$ cat src/shared/cmi_pkg.sv
// cmi_pkg: constants and types for the cyclic measurement input image framer
package cmi_pkg;

    // ------------------------------------------------------------------
    // image layout (field indices, each field one entry of the frame)
    // ------------------------------------------------------------------
    localparam int unsigned CMI_FIELD_CNT = 11;
    localparam logic [3:0] FLD_GROSS    = 4'h0;
    localparam logic [3:0] FLD_NET      = 4'h1;
    localparam logic [3:0] FLD_MAX      = 4'h2;
    localparam logic [3:0] FLD_MIN      = 4'h3;
    localparam logic [3:0] FLD_SPAN     = 4'h4;
    localparam logic [3:0] FLD_STAT1    = 4'h5;
    localparam logic [3:0] FLD_STAT2    = 4'h6;
    localparam logic [3:0] FLD_ACK1     = 4'h7;
    localparam logic [3:0] FLD_ACK2     = 4'h8;
    localparam logic [3:0] FLD_CONT     = 4'h9;
    localparam logic [3:0] FLD_CSTAT    = 4'hA;
    localparam logic [3:0] FLD_LAST     = 4'hA;

    // byte lengths of fields
    localparam logic [2:0] LEN_WORD = 3'h4;
    localparam logic [2:0] LEN_BYTE = 3'h1;

    // ------------------------------------------------------------------
    // primary status byte bits
    // ------------------------------------------------------------------
    localparam int unsigned S1_INVALID  = 0;
    localparam int unsigned S1_OVERLOAD = 1;
    localparam int unsigned S1_RANGE    = 2;
    localparam int unsigned S1_RSVD     = 3;
    localparam int unsigned S1_LIM_LO   = 4;

    // ------------------------------------------------------------------
    // detailed status word bits
    // ------------------------------------------------------------------
    localparam int unsigned S2_INVALID  = 0;
    localparam int unsigned S2_POS_OVL  = 1;
    localparam int unsigned S2_NEG_OVL  = 2;
    localparam int unsigned S2_POS_OVR  = 3;
    localparam int unsigned S2_NEG_OVR  = 4;
    localparam int unsigned S2_SCALE    = 5;
    localparam int unsigned S2_CAL      = 6;
    localparam int unsigned S2_LIMINIT  = 7;
    localparam int unsigned S2_LIM_LO   = 8;
    localparam int unsigned S2_EEPROM   = 12;
    localparam int unsigned S2_FLASH    = 13;
    localparam int unsigned S2_AUTOCAL  = 14;
    localparam int unsigned S2_TEDS     = 15;
    localparam int unsigned S2_TERM_LO  = 16;
    localparam int unsigned S2_TERM_CNT = 6;
    localparam int unsigned LIM_CNT     = 4;

    localparam logic [7:0]  STAT1_RST = 8'h00;
    localparam logic [31:0] STAT2_RST = 32'h0000_0000;

    // fixed point scaling
    localparam int unsigned DEC_MAX = 6;

    // ------------------------------------------------------------------
    // framer state
    // ------------------------------------------------------------------
    typedef enum logic [2:0] {
        CMI_IDLE = 3'b001,
        CMI_SEND = 3'b010,
        CMI_DONE = 3'b100
    } cmi_state_t;

endpackage : cmi_pkg

$ cat src/shared/cmi_stream_if.sv
// cmi_stream_if: byte stream with valid/ready between framer and buffer
`timescale 1ns/1ps
`default_nettype none
interface cmi_stream_if;
    logic [7:0] data;
    logic       last;
    logic       valid;
    logic       ready;
    modport src (output data, output last, output valid, input ready);
    modport snk (input data, input last, input valid, output ready);
endinterface : cmi_stream_if
`default_nettype wire

$ cat src/cmi_skid_buf.sv
// cmi_skid_buf: two-entry buffer on the image byte stream
`timescale 1ns/1ps
`default_nettype none
module cmi_skid_buf
    import cmi_pkg::*;
(
    // clock and reset
    input  wire logic  core_clk,
    input  wire logic  reset_n,
    // filling side
    cmi_stream_if.snk  in_s,
    // draining side
    output var  logic [7:0] out_data,
    output var  logic       out_last,
    output var  logic       out_valid,
    input  wire logic       out_ready
);

    typedef struct packed {
        logic [1:0][8:0] mem;
        logic            wp;
        logic            rp;
        logic [1:0]      cnt;
    } cmi_buf_t;

    cmi_buf_t st_r, st_nxt;
    logic     push, pop;

    // ------------------------------------------------------------------
    // handshake
    // ------------------------------------------------------------------
    assign in_s.ready = (st_r.cnt != 2'h2);
    assign push       = in_s.valid && in_s.ready;
    assign pop        = out_valid && out_ready;

    always_comb begin
        st_nxt = st_r;
        if (push) begin
            st_nxt.mem[st_r.wp] = {in_s.last, in_s.data};
            st_nxt.wp           = ~st_r.wp;
        end
        if (pop) begin
            st_nxt.rp = ~st_r.rp;
        end
        st_nxt.cnt = 2'(st_r.cnt + {1'b0, push} - {1'b0, pop});
    end

    always_ff @(posedge core_clk or negedge reset_n) begin
        if (!reset_n) begin
            st_r <= '0;
        end else begin
            st_r <= st_nxt;
        end
    end

    // entries come straight from storage flops
    assign out_valid = (st_r.cnt != 2'h0);
    assign out_data  = st_r.mem[st_r.rp][7:0];
    assign out_last  = st_r.mem[st_r.rp][8];

endmodule : cmi_skid_buf
`default_nettype wire

$ cat src/cmi_image_framer.sv
// cmi_image_framer: builds and streams the cyclic measurement input image
//
// Functional notes
// each measured value goes out as four bytes, float or fixed point
// fixed point form is two's complement over four bytes
// float and fixed point fields may be mixed per field
// fixed point values scaled by configured decimal places; code caps scaling at DEC_MAX (6), so decimals 7 scales by 10**6
// most significant byte of every field goes first
// master ignores undocumented status bits as reserved
// gross and net value fields; net is gross minus tare
// max and min peak fields plus peak-to-peak as max minus min
// two acknowledgment bytes echo the received control bytes
// read container word carries last requested parameter value
// container status byte holds error code and toggle bit
// status byte bits 0..2 invalid, overload, range; bit 3 zero
// status byte bits 4..7 flag limit switches one to four
// all status indications are active high
// second status is a 32 bit detailed error word
// word bits 0..4 invalid, pos/neg overload, pos/neg overrange
// word bits 5..7 scaling, calibration, limit switch init errors
// word bits 8..11 flag limit switches one to four
// word bits 12..14 eeprom, flash, autocalibration faults
// word bit 15 sensor id unreadable, checked only if always-teds set
// word bits 16..21 terminal faults, bits 22..31 read zero
`timescale 1ns/1ps
`default_nettype none
module cmi_image_framer
    import cmi_pkg::*;
(
    // clock and reset
    input  wire logic                   core_clk,
    input  wire logic                   reset_n,
    // measured values, signed fixed point in raw units
    input  wire logic signed [31:0]     gross_raw,
    input  wire logic signed [31:0]     tare_raw,
    input  wire logic signed [31:0]     max_raw,
    input  wire logic signed [31:0]     min_raw,
    // format selection and scaling
    input  wire logic [4:0]             float_sel,
    input  wire logic [2:0]             decimals,
    // control acknowledgment and container
    input  wire logic [7:0]             ctrl1_rx,
    input  wire logic [7:0]             ctrl2_rx,
    input  wire logic [31:0]            cont_value,
    input  wire logic [6:0]             cont_err,
    input  wire logic                   cont_toggle,
    // error conditions
    input  wire logic                   meas_invalid,
    input  wire logic                   pos_overload,
    input  wire logic                   neg_overload,
    input  wire logic                   pos_overrange,
    input  wire logic                   neg_overrange,
    input  wire logic                   scale_err,
    input  wire logic                   cal_err,
    input  wire logic                   lim_init_err,
    input  wire logic [3:0]             lim_trig,
    input  wire logic                   eeprom_err,
    input  wire logic                   flash_err,
    input  wire logic                   autocal_err,
    input  wire logic                   teds_unread,
    input  wire logic                   always_teds,
    input  wire logic [5:0]             term_fault,
    // cycle request
    input  wire logic                   image_req,
    output var  logic                   image_busy,
    // status outputs
    output var  logic [7:0]             primary_system_status,
    output var  logic [31:0]            detailed_system_status,
    // byte stream to the bus
    output var  logic [7:0]             tx_data,
    output var  logic                   tx_last,
    output var  logic                   tx_valid,
    input  wire logic                   tx_ready
);

    // ------------------------------------------------------------------
    // helpers
    // ------------------------------------------------------------------
    // fixed point scaling by powers of ten
    function automatic logic signed [31:0] scale_fix(input logic signed [31:0] v,
                                                     input logic [2:0] d);
        logic signed [31:0] r;
        r = v;
        for (int i = 0; i < DEC_MAX; i++) begin
            if (3'(i) < d) begin
                r = 32'(r * 32'sd10);
            end
        end
        return r;
    endfunction : scale_fix

    // integer to single precision float, truncating
    function automatic logic [31:0] to_float(input logic signed [31:0] v);
        logic [31:0] mag;
        logic [7:0]  ex;
        logic [31:0] norm;
        int          msb;
        mag  = v[31] ? 32'(-v) : 32'(v);
        msb  = 0;
        ex   = 8'h00;
        norm = 32'h0000_0000;
        for (int i = 0; i < 32; i++) begin
            if (mag[i]) begin
                msb = i;
            end
        end
        if (mag == 32'h0000_0000) begin
            return 32'h0000_0000;
        end
        norm = mag << (31 - msb);
        ex   = 8'(127 + msb);
        return {v[31], ex, norm[30:8]};
    endfunction : to_float

    // fixed point or float per field
    function automatic logic [31:0] fmt(input logic signed [31:0] v,
                                        input logic sel,
                                        input logic [2:0] d);
        return sel ? to_float(v) : scale_fix(v, d);
    endfunction : fmt

    // byte count of a field; primary status, ack and container status are single bytes
    function automatic logic [2:0] fld_len(input logic [3:0] f);
        unique case (f)
            FLD_STAT1, FLD_ACK1, FLD_ACK2, FLD_CSTAT: return LEN_BYTE;
            default:                                  return LEN_WORD;
        endcase
    endfunction : fld_len

    // ------------------------------------------------------------------
    // state
    // ------------------------------------------------------------------
    typedef struct packed {
        cmi_state_t                       state;
        logic [3:0]                       fld;
        logic [1:0]                       bidx;
        logic [CMI_FIELD_CNT-1:0][31:0]   img;
        logic [7:0]                       s1;
        logic [31:0]                      s2;
    } cmi_frm_t;

    cmi_frm_t    st_r, st_nxt;
    cmi_stream_if bs();
    logic [7:0]  s1_c;
    logic [31:0] s2_c;
    logic [31:0] cur;

    // ------------------------------------------------------------------
    // status composition
    // ------------------------------------------------------------------
    always_comb begin
        s1_c = STAT1_RST;
        s1_c[S1_INVALID]  = meas_invalid;
        s1_c[S1_OVERLOAD] = pos_overload | neg_overload;
        s1_c[S1_RANGE]    = pos_overrange | neg_overrange;
        s1_c[S1_RSVD]     = 1'b0;
        s1_c[S1_LIM_LO +: LIM_CNT] = lim_trig;

        s2_c = STAT2_RST;
        s2_c[S2_INVALID] = meas_invalid;
        s2_c[S2_POS_OVL] = pos_overload;
        s2_c[S2_NEG_OVL] = neg_overload;
        s2_c[S2_POS_OVR] = pos_overrange;
        s2_c[S2_NEG_OVR] = neg_overrange;
        s2_c[S2_SCALE]   = scale_err;
        s2_c[S2_CAL]     = cal_err;
        s2_c[S2_LIMINIT] = lim_init_err;
        s2_c[S2_LIM_LO +: LIM_CNT] = lim_trig;
        s2_c[S2_EEPROM]  = eeprom_err;
        s2_c[S2_FLASH]   = flash_err;
        s2_c[S2_AUTOCAL] = autocal_err;
        s2_c[S2_TEDS]    = teds_unread & always_teds;
        s2_c[S2_TERM_LO +: S2_TERM_CNT] = term_fault;
    end

    // ------------------------------------------------------------------
    // field length and current word
    // ------------------------------------------------------------------
    assign cur = st_r.img[st_r.fld];

    // msb first: byte index counts down from the field's top byte
    assign bs.data  = cur[8*st_r.bidx +: 8];
    assign bs.valid = (st_r.state == CMI_SEND);
    assign bs.last  = (st_r.fld == FLD_LAST) && (st_r.bidx == 2'h0);

    // ------------------------------------------------------------------
    // next state
    // ------------------------------------------------------------------
    always_comb begin
        st_nxt = st_r;
        st_nxt.s1 = s1_c;
        st_nxt.s2 = s2_c;
        unique case (st_r.state)
            CMI_IDLE: begin
                if (image_req) begin
                    // snapshot so the image stays consistent while it drains
                    st_nxt.img[FLD_GROSS] = fmt(gross_raw, float_sel[0], decimals);
                    st_nxt.img[FLD_NET]   = fmt(32'(gross_raw - tare_raw),
                                                float_sel[1], decimals);
                    st_nxt.img[FLD_MAX]   = fmt(max_raw, float_sel[2], decimals);
                    st_nxt.img[FLD_MIN]   = fmt(min_raw, float_sel[3], decimals);
                    st_nxt.img[FLD_SPAN]  = fmt(32'(max_raw - min_raw),
                                                float_sel[4], decimals);
                    st_nxt.img[FLD_STAT1] = {24'h00_0000, s1_c};
                    st_nxt.img[FLD_STAT2] = s2_c;
                    st_nxt.img[FLD_ACK1]  = {24'h00_0000, ctrl1_rx};
                    st_nxt.img[FLD_ACK2]  = {24'h00_0000, ctrl2_rx};
                    st_nxt.img[FLD_CONT]  = cont_value;
                    st_nxt.img[FLD_CSTAT] = {24'h00_0000, cont_toggle, cont_err};
                    st_nxt.fld   = FLD_GROSS;
                    st_nxt.bidx  = 2'(LEN_WORD - 3'h1);
                    st_nxt.state = CMI_SEND;
                end
            end
            CMI_SEND: begin
                if (bs.ready) begin
                    if (st_r.bidx != 2'h0) begin
                        st_nxt.bidx = 2'(st_r.bidx - 2'h1);
                    end else if (st_r.fld == FLD_LAST) begin
                        st_nxt.state = CMI_DONE;
                    end else begin
                        st_nxt.fld  = 4'(st_r.fld + 4'h1);
                        st_nxt.bidx = 2'(fld_len(4'(st_r.fld + 4'h1)) - 3'h1);
                    end
                end
            end
            CMI_DONE: begin
                st_nxt.state = CMI_IDLE;
            end
            default: begin
                st_nxt.state = CMI_IDLE;
            end
        endcase
    end

    always_ff @(posedge core_clk or negedge reset_n) begin
        if (!reset_n) begin
            st_r       <= '0;
            st_r.state <= CMI_IDLE;
            st_r.s1    <= STAT1_RST;
            st_r.s2    <= STAT2_RST;
        end else begin
            st_r <= st_nxt;
        end
    end

    // ------------------------------------------------------------------
    // outputs
    // ------------------------------------------------------------------
    assign image_busy             = (st_r.state != CMI_IDLE);
    assign primary_system_status  = st_r.s1;
    assign detailed_system_status = st_r.s2;

    // two-entry buffer so a stalled bus loses no byte
    cmi_skid_buf u_buf (
        .core_clk  (core_clk),
        .reset_n   (reset_n),
        .in_s      (bs.snk),
        .out_data  (tx_data),
        .out_last  (tx_last),
        .out_valid (tx_valid),
        .out_ready (tx_ready)
    );

endmodule : cmi_image_framer
`default_nettype wire

$ cat config.mk
export PLATFORM = sky130hd
export DESIGN_NAME = cmi_image_framer
export DESIGN_NICKNAME = d
export VERILOG_FILES = /design/src/shared/cmi_pkg.sv /design/src/shared/cmi_stream_if.sv /design/src/cmi_skid_buf.sv /design/src/cmi_image_framer.sv
export SDC_FILE = /design/constraint.sdc
export NUM_CORES = 2
export LEC_CHECK = 0
export BUFFER_PORTS_ARGS = -buffer_cell sky130_fd_sc_hd__buf_2
export CAP_MARGIN = 20
export CORE_MARGIN = 2
export CORE_UTILIZATION = 55
export CTS_CLUSTER_SIZE = 10
export DETAILED_ROUTE_END_ITERATION = 7
export GPL_ROUTABILITY_DRIVEN = 0
export PLACE_DENSITY = 0.79
export SLEW_MARGIN = 20
export SYNTH_ARGS = -nofsm -noshare
export SYNTH_HDL_FRONTEND = slang
export SYNTH_SLANG_ARGS = --single-unit
$ cat constraint.sdc
create_clock -name core_clk -period 3.4 [get_ports core_clk]
set_input_delay 0.68 -clock core_clk [delete_from_list [all_inputs] [get_ports core_clk]]
set_output_delay 0.68 -clock core_clk [all_outputs]
set_load 0.005 [all_outputs]
==> results of run 1 <==
-- cells in the mapped netlist (32+ instances only) --
library cell	n	area share, %
a211o_1	37	0.36
a211oi_1	145	1.2
a21boi_0	59	0.50
a21o_1	261	2.2
a21oi_1	1054	5.9
a221oi_1	33	0.32
a22oi_1	64	0.54
a31o_2	39	0.38
a31oi_1	142	0.99
and2_1	128	0.90
and3_1	94	0.66
buf_1	74	0.31
buf_2	36	0.20
buf_4	42	0.35
clkbuf_1	346	1.5
dfrtp_1	294	8.2
fa_1	32	0.72
ha_1	1717	24
inv_1	483	2.0
mux2_2	240	3.0
mux2i_1	273	3.1
mux4_2	51	1.3
nand2_1	1246	5.2
nand2b_1	137	0.96
nand3_1	279	1.6
nand4_1	50	0.35
nor2_1	1129	4.7
nor2b_1	111	0.78
nor3_1	298	1.7
nor4_1	56	0.39
o2111ai_1	35	0.34
o211ai_1	134	1.1
o21a_1	143	1.2
o21ai_0	745	4.2
o21bai_1	109	0.91
o22ai_1	53	0.37
o31a_1	32	0.31
o31ai_1	107	0.90
o41ai_1	32	0.31
or2_2	66	0.46
or3_1	116	0.81
xnor2_1	588	5.8
xor2_1	350	3.4
-- per-stage QoR --
stage	area [um2]	hold slack, ns	setup TNS [ns]
2_1_floorplan	94800	0.384	-804.03
3_3_place_gp	128000	0.457	-977.64
3_5_place_dp	128000	0.465	-1044.86
4_1_cts	137000	0.128	-879.53
-- timing repair --
| item | 4_1_cts |
|---|---|
| resized for setup | 1021 |
| pin swaps | 609 |
| cloned | 3 |
| setup endpoints to repair | 164 |
| setup buffers | 277 |
-- routing by layer --
| layer | GRT overflow | global-route usage [%] |
|---|---|---|
| met2 | 4233 | 102 |
| met3 | 242 | 78.9 |
| met4 | 1652 | 93.7 |
| met1 | 246 | 83.2 |
| met5 | 27 | 64.1 |
-- cells by family after synthesis --
| kind of cell | Yosys count |
|---|---|
| simple gates | 3830 |
| compound gates | 3613 |
| fa+ha+maj | 1749 |
| buf+inv | 1018 |
| xor+xnor | 945 |
| mux | 567 |
| flops | 295 |
| other cells | 1 |
==> summary.md, run 1 <==
| Metric | Value |
|---|---|
| Grt ovf | `6400` |
| First-pass GRT wire length | `~1200000 um` |
| XOR/XNOR Fraction of Synth Area | `9.34%` |
| CTS max path bufs | `3` |
| Cells after DPL | `between 15000 and 20000` |
| Die height | `~410 um` |
| Vias in the first global route | `between 150k and 200k` |
| GRT Util Overall | `between 80% and 90%` |
| Post-synthesis cell count | `12000` |
| Post-synth top flop | `dfrtp_1` |
| Largest family of logic cells by synthesized area | `compound AO/OA/AOI/OAI gates` |
| Post-Synth Simple-Gate Area | `between 10% and 20%` |
| Stop Error | `[ERROR GRT-0116] Global routing finished with congestion. Check the congestion regions in the DRC Viewer.` |
| # clock sinks | `roughly 300` |
| Synth async-reset ratio | `100%` |
| Register area share after synthesis | `slightly above 8%` |
| Outcome | `stopped before the end` |
| Hold buffers post-CTS | `0` |
| # port buffers | `approximately 260` |
| CTS Buf Count | `38` |
| Compound-Gate Fraction of Synth Area | `26.1%` |
| Clk root buf | `clkbuf_16` |
| Synthesized area | `just under 90000 um2` |
| Die width | `407 um` |
| Post-synthesis mux area share | `under 10%` |
| H-tree depth | `2` |
| Post-Place Setup Slack | `-9.95 ns` |
| Initial Utilization | `55.6%` |
| Flip-flop and latch count after synthesis | `295` |
| Largest net degree at the start of global routing | `approximately 100` |
| Syn_area_per_cell | `~7.4 um2` |
| I/O pin count | `270` |
| Stopped at | `5_1_grt` |
| Ys Warns | `0` |
| Rows | `between 100 and 150` |
| Number of synthesized flops with an enable pin | `0` |
| Synth unique cells | `approximately 120` |
| Post-DP HPWL | `between 300000 and 400000 um` |
| Adder-cell share of the synthesized area | `about a quarter` |
==> run 2, diff against run 1 <==
Settings changed: CORE_UTILIZATION 55 to 40, CTS_CLUSTER_SIZE 10 to not set, PLACE_DENSITY 0.79 to not set, PLACE_DENSITY_LB_ADDON set to 0.15.
==> run 2 against run 1 <==
Synthesized cell count unchanged. Area after synthesis is the same. The flow now finishes, with violations (negative setup slack).
==> summary.md, run 2 <==
| Metric | Value |
|---|---|
| Outcome | `finished, violations left` |
| Violated checks | `negative setup slack` |
| Biggest register | `st_r` |
| Synth unique cells | `118 (unchanged)` |
| Core area | `~220000 um2` |
| Max reg flops | `between 200 and 250` |
| Synth top cells by count | `1717 x ha_1, 1246 x nand2_1, 1129 x nor2_1` |
| Register Area | `between 7000 and 8000 um2` |
| Hold buffers post-CTS | `0 (unchanged)` |
| Largest area contributor in the netlist | `ha_1` |
| Post-synth top flop | `dfrtp_1` |
| Cells on worst reg2reg path | `8` |
| Worst R2R Setup Slack | `0.21 ns` |
| Relative slew slack | `between 30% and 40%` |
| CP dominant cell by count | `ha_4` |
| Post-synthesis mux area share | `7.42% (unchanged)` |
| CP startpoint kind | `primary input` |
| I/O pin count | `270 (unchanged)` |
| # fillers | `approximately 19000` |
| Vias in the first global route | `111000` |
| Initial Utilization | `40.2% (-15 points)` |
| # clock sinks | `295 (unchanged)` |
| Layout cells sized above 1 | `a little over two fifths` |
| End-of-flow core utilization | `between 60% and 70%` |
| Post-synth top area share | `24.0% (unchanged)` |
| Setup violators final | `160` |
| Fin. Hold Viols | `0` |
| CTS max path bufs | `3 (unchanged)` |
| CTS Buf Count | `36 (-5.3%)` |
| # port buffers | `258 (unchanged)` |
| Rows | `173 (+18%)` |
| Post-synthesis cell count | `12000 (unchanged)` |
| RSZ-0062 raised after global routing | `yes` |
| Ys Warns | `0 (unchanged)` |
| Synth async-reset ratio | `100% (unchanged)` |
| GRT Util Overall | `between 30% and 40%` |
| Setup crit end kind | `register` |
| H-tree depth | `2 (unchanged)` |
| Adder-cell share of the synthesized area | `24.7% (unchanged)` |
| Slew Viols, Final | `0` |
| Post-DR vias/cell | `approximately 5.8` |
| Fin crit share | `351%` |
| Register area share after synthesis | `8.26% (unchanged)` |
| Area contributors post-synth | `ha_1 24%, dfrtp_1 8.2%, a21oi_1 5.9%` |
| CP max-delay cell | `o41ai_4` |
| Post-Place Setup Slack | `-9.55 ns (+0.405 ns)` |
| Die height | `477 um (+17%)` |
| Final Skew | `0.0218 ns` |
| Worst setup path startpoint | `gross_raw[1]` |
| Post-route setup slack | `-8.54 ns` |
| XOR/XNOR Fraction of Synth Area | `9.34% (unchanged)` |
| DRT antenna net count | `0` |
| Worst path required time | `between 3 and 4 ns` |
| Synthesized area | `89400 um2 (unchanged)` |
| Worst r2r src | `st_r[394]` |
| Capturing point of the worst reg2reg path | `u_buf.st_r[19]` |
| Largest family of logic cells by synthesized area | `compound AO/OA/AOI/OAI gates` |
| Worst endpoint data arrival time | `12.37 ns` |
| Flip-flop and latch count after synthesis | `295 (unchanged)` |
| Die width | `477 um (+17%)` |
| Initial antenna violation count | `32` |
| Worst slew pin tran | `1.03 ns` |
| Compound-Gate Fraction of Synth Area | `26.1% (unchanged)` |
| CTS tree | `yes` |
| Hold Path Class | `primary input to asynchronous set/reset pin` |
| Worst skew pair latency | `between 0.5 and 0.6 ns` |
| First-pass GRT wire length | `633000 um` |
| Post-DP HPWL | `347000 um (-4.7%)` |
| Final net count | `approximately 18000` |
| Clk root buf | `clkbuf_16` |
| Critical path endpoint | `st_r[103]` |
| Most common cell after layout, fill and taps aside | `buf_4` |
| Tmin final | `~12 ns` |
| CP max stage delay | `about 0.4 ns` |
| Post-Synth Simple-Gate Area | `19.7% (unchanged)` |
| Die area | `roughly 230000 um2` |
| Max-Cap Viols | `0` |
| Largest net degree at the start of global routing | `94` |
| Via count | `~110k` |
| Syn_area_per_cell | `7.44 um2 (unchanged)` |
| DR pass1 iterations | `8` |
| Layout Area Growth over Synthesis | `59.3%` |
| Max Clk Rate | `between 80 and 90 MHz` |
| WL/cell | `roughly 22 um` |
| DR iter-0 viols | `9672` |
| Clock transition at path regs | `0.06 ns` |
| Grt ovf | `0` |
| Most frequent cells in the layout | `4549 x buf_4, 1231 x ha_1, 1202 x nand2_1, 1040 x nor2_1, 728 x a21oi_1` |
| Number of synthesized flops with an enable pin | `0 (unchanged)` |
| Remaining DRCs | `0` |
| Cell with the most instances after synthesis | `ha_1` |
| Multi-input gate area | `slightly above 90000 um2` |
| Crit Path Class | `primary input to register` |
| Critical path peak fanout | `4` |
| WL final | `between 400000 and 500000 um` |
## run 2: through the flow
step           hold WS (ns)  instance area (um2)  TNS (ns)  instances
4_1_cts              0.0880               137000   -867.87      19300
2_1_floorplan         0.384                94800   -804.03      12000
6_report             0.0476               142000   -876.49      19500
3_5_place_dp          0.462               131000  -1015.16      19100
3_3_place_gp          0.457               131000   -996.97      19100
5_1_grt               0.104               142000   -930.65      19500
## run 2: area by class of cell
class	instances	area share (%)
Antenna cell	13	0.0228
Clock buffer	48	0.692
Clock inverter	16	0.163
Inverter	516	1.41
Multi-Input combinational cell	10700	63.6
Sequential cell	295	5.19
Tap cell	2975	2.61
Timing Repair Buffer	4928	26.3
## run 2: worst min-delay path by stage
| stage | start | end | slack (ns) | depth (start not counted) |
|---|---|---|---|---|
| after floorplan | reset_n | detailed_system_status[0] | 0.38 | 0 |
| after global placement | u_buf.st_r[20] | u_buf.st_r[20] | 0.46 | 2 |
| after detailed placement | st_r[364] | st_r[364] | 0.46 | 2 |
| after CTS | reset_n | st_r[329] | 0.09 | 1 |
| after global routing | reset_n | st_r[302] | 0.10 | 1 |
| final | reset_n | st_r[302] | 0.05 | 1 |
## run 2: cells by family (layout without fill, tap and decap cells)
family / count (synthesis) / after routing
AND/OR/NAND/NOR: 3830 / 3830
AO/OA/AOI/OAI: 3613 / 3613
adder cells (fa/ha/maj): 1749 / 1749
buffers and inverters: 1018 / 5508
XOR/XNOR: 945 / 945
multiplexers: 567 / 567
flip-flops: 295 / 295
other: 1 / 24
## run 2: layer usage
metal	global-route usage (%)	vias up	routed length, um
met5	0	-	116
met4	21.9	16	33200
met3	4.52	1273	29600
met2	58.2	4563	191000
met1	42.2	53900	169000
li1	-	53200	-
## run 2: worst max-delay path, delay by kind of cell
kind	cells	cell delay (ns)
compound gates	25	4.74
simple gates	17	2.37
mux	1	0.28
buf+inv	6	0.77
xor+xnor	3	0.44
fa+ha+maj	12	3.06
## run 2: repair_timing
item | in CTS | in global routing
resized for setup | 651 | 812
gates cloned | 0 | 1
endpoints found under the setup margin | 160 | 160
pin swaps | 471 | 631
buffers inserted | 173 | 168
Power of run 2 is left out: the tool's default activity adds up to more than one toggle a clock period on the data nets, which glitch-free logic cannot reach.
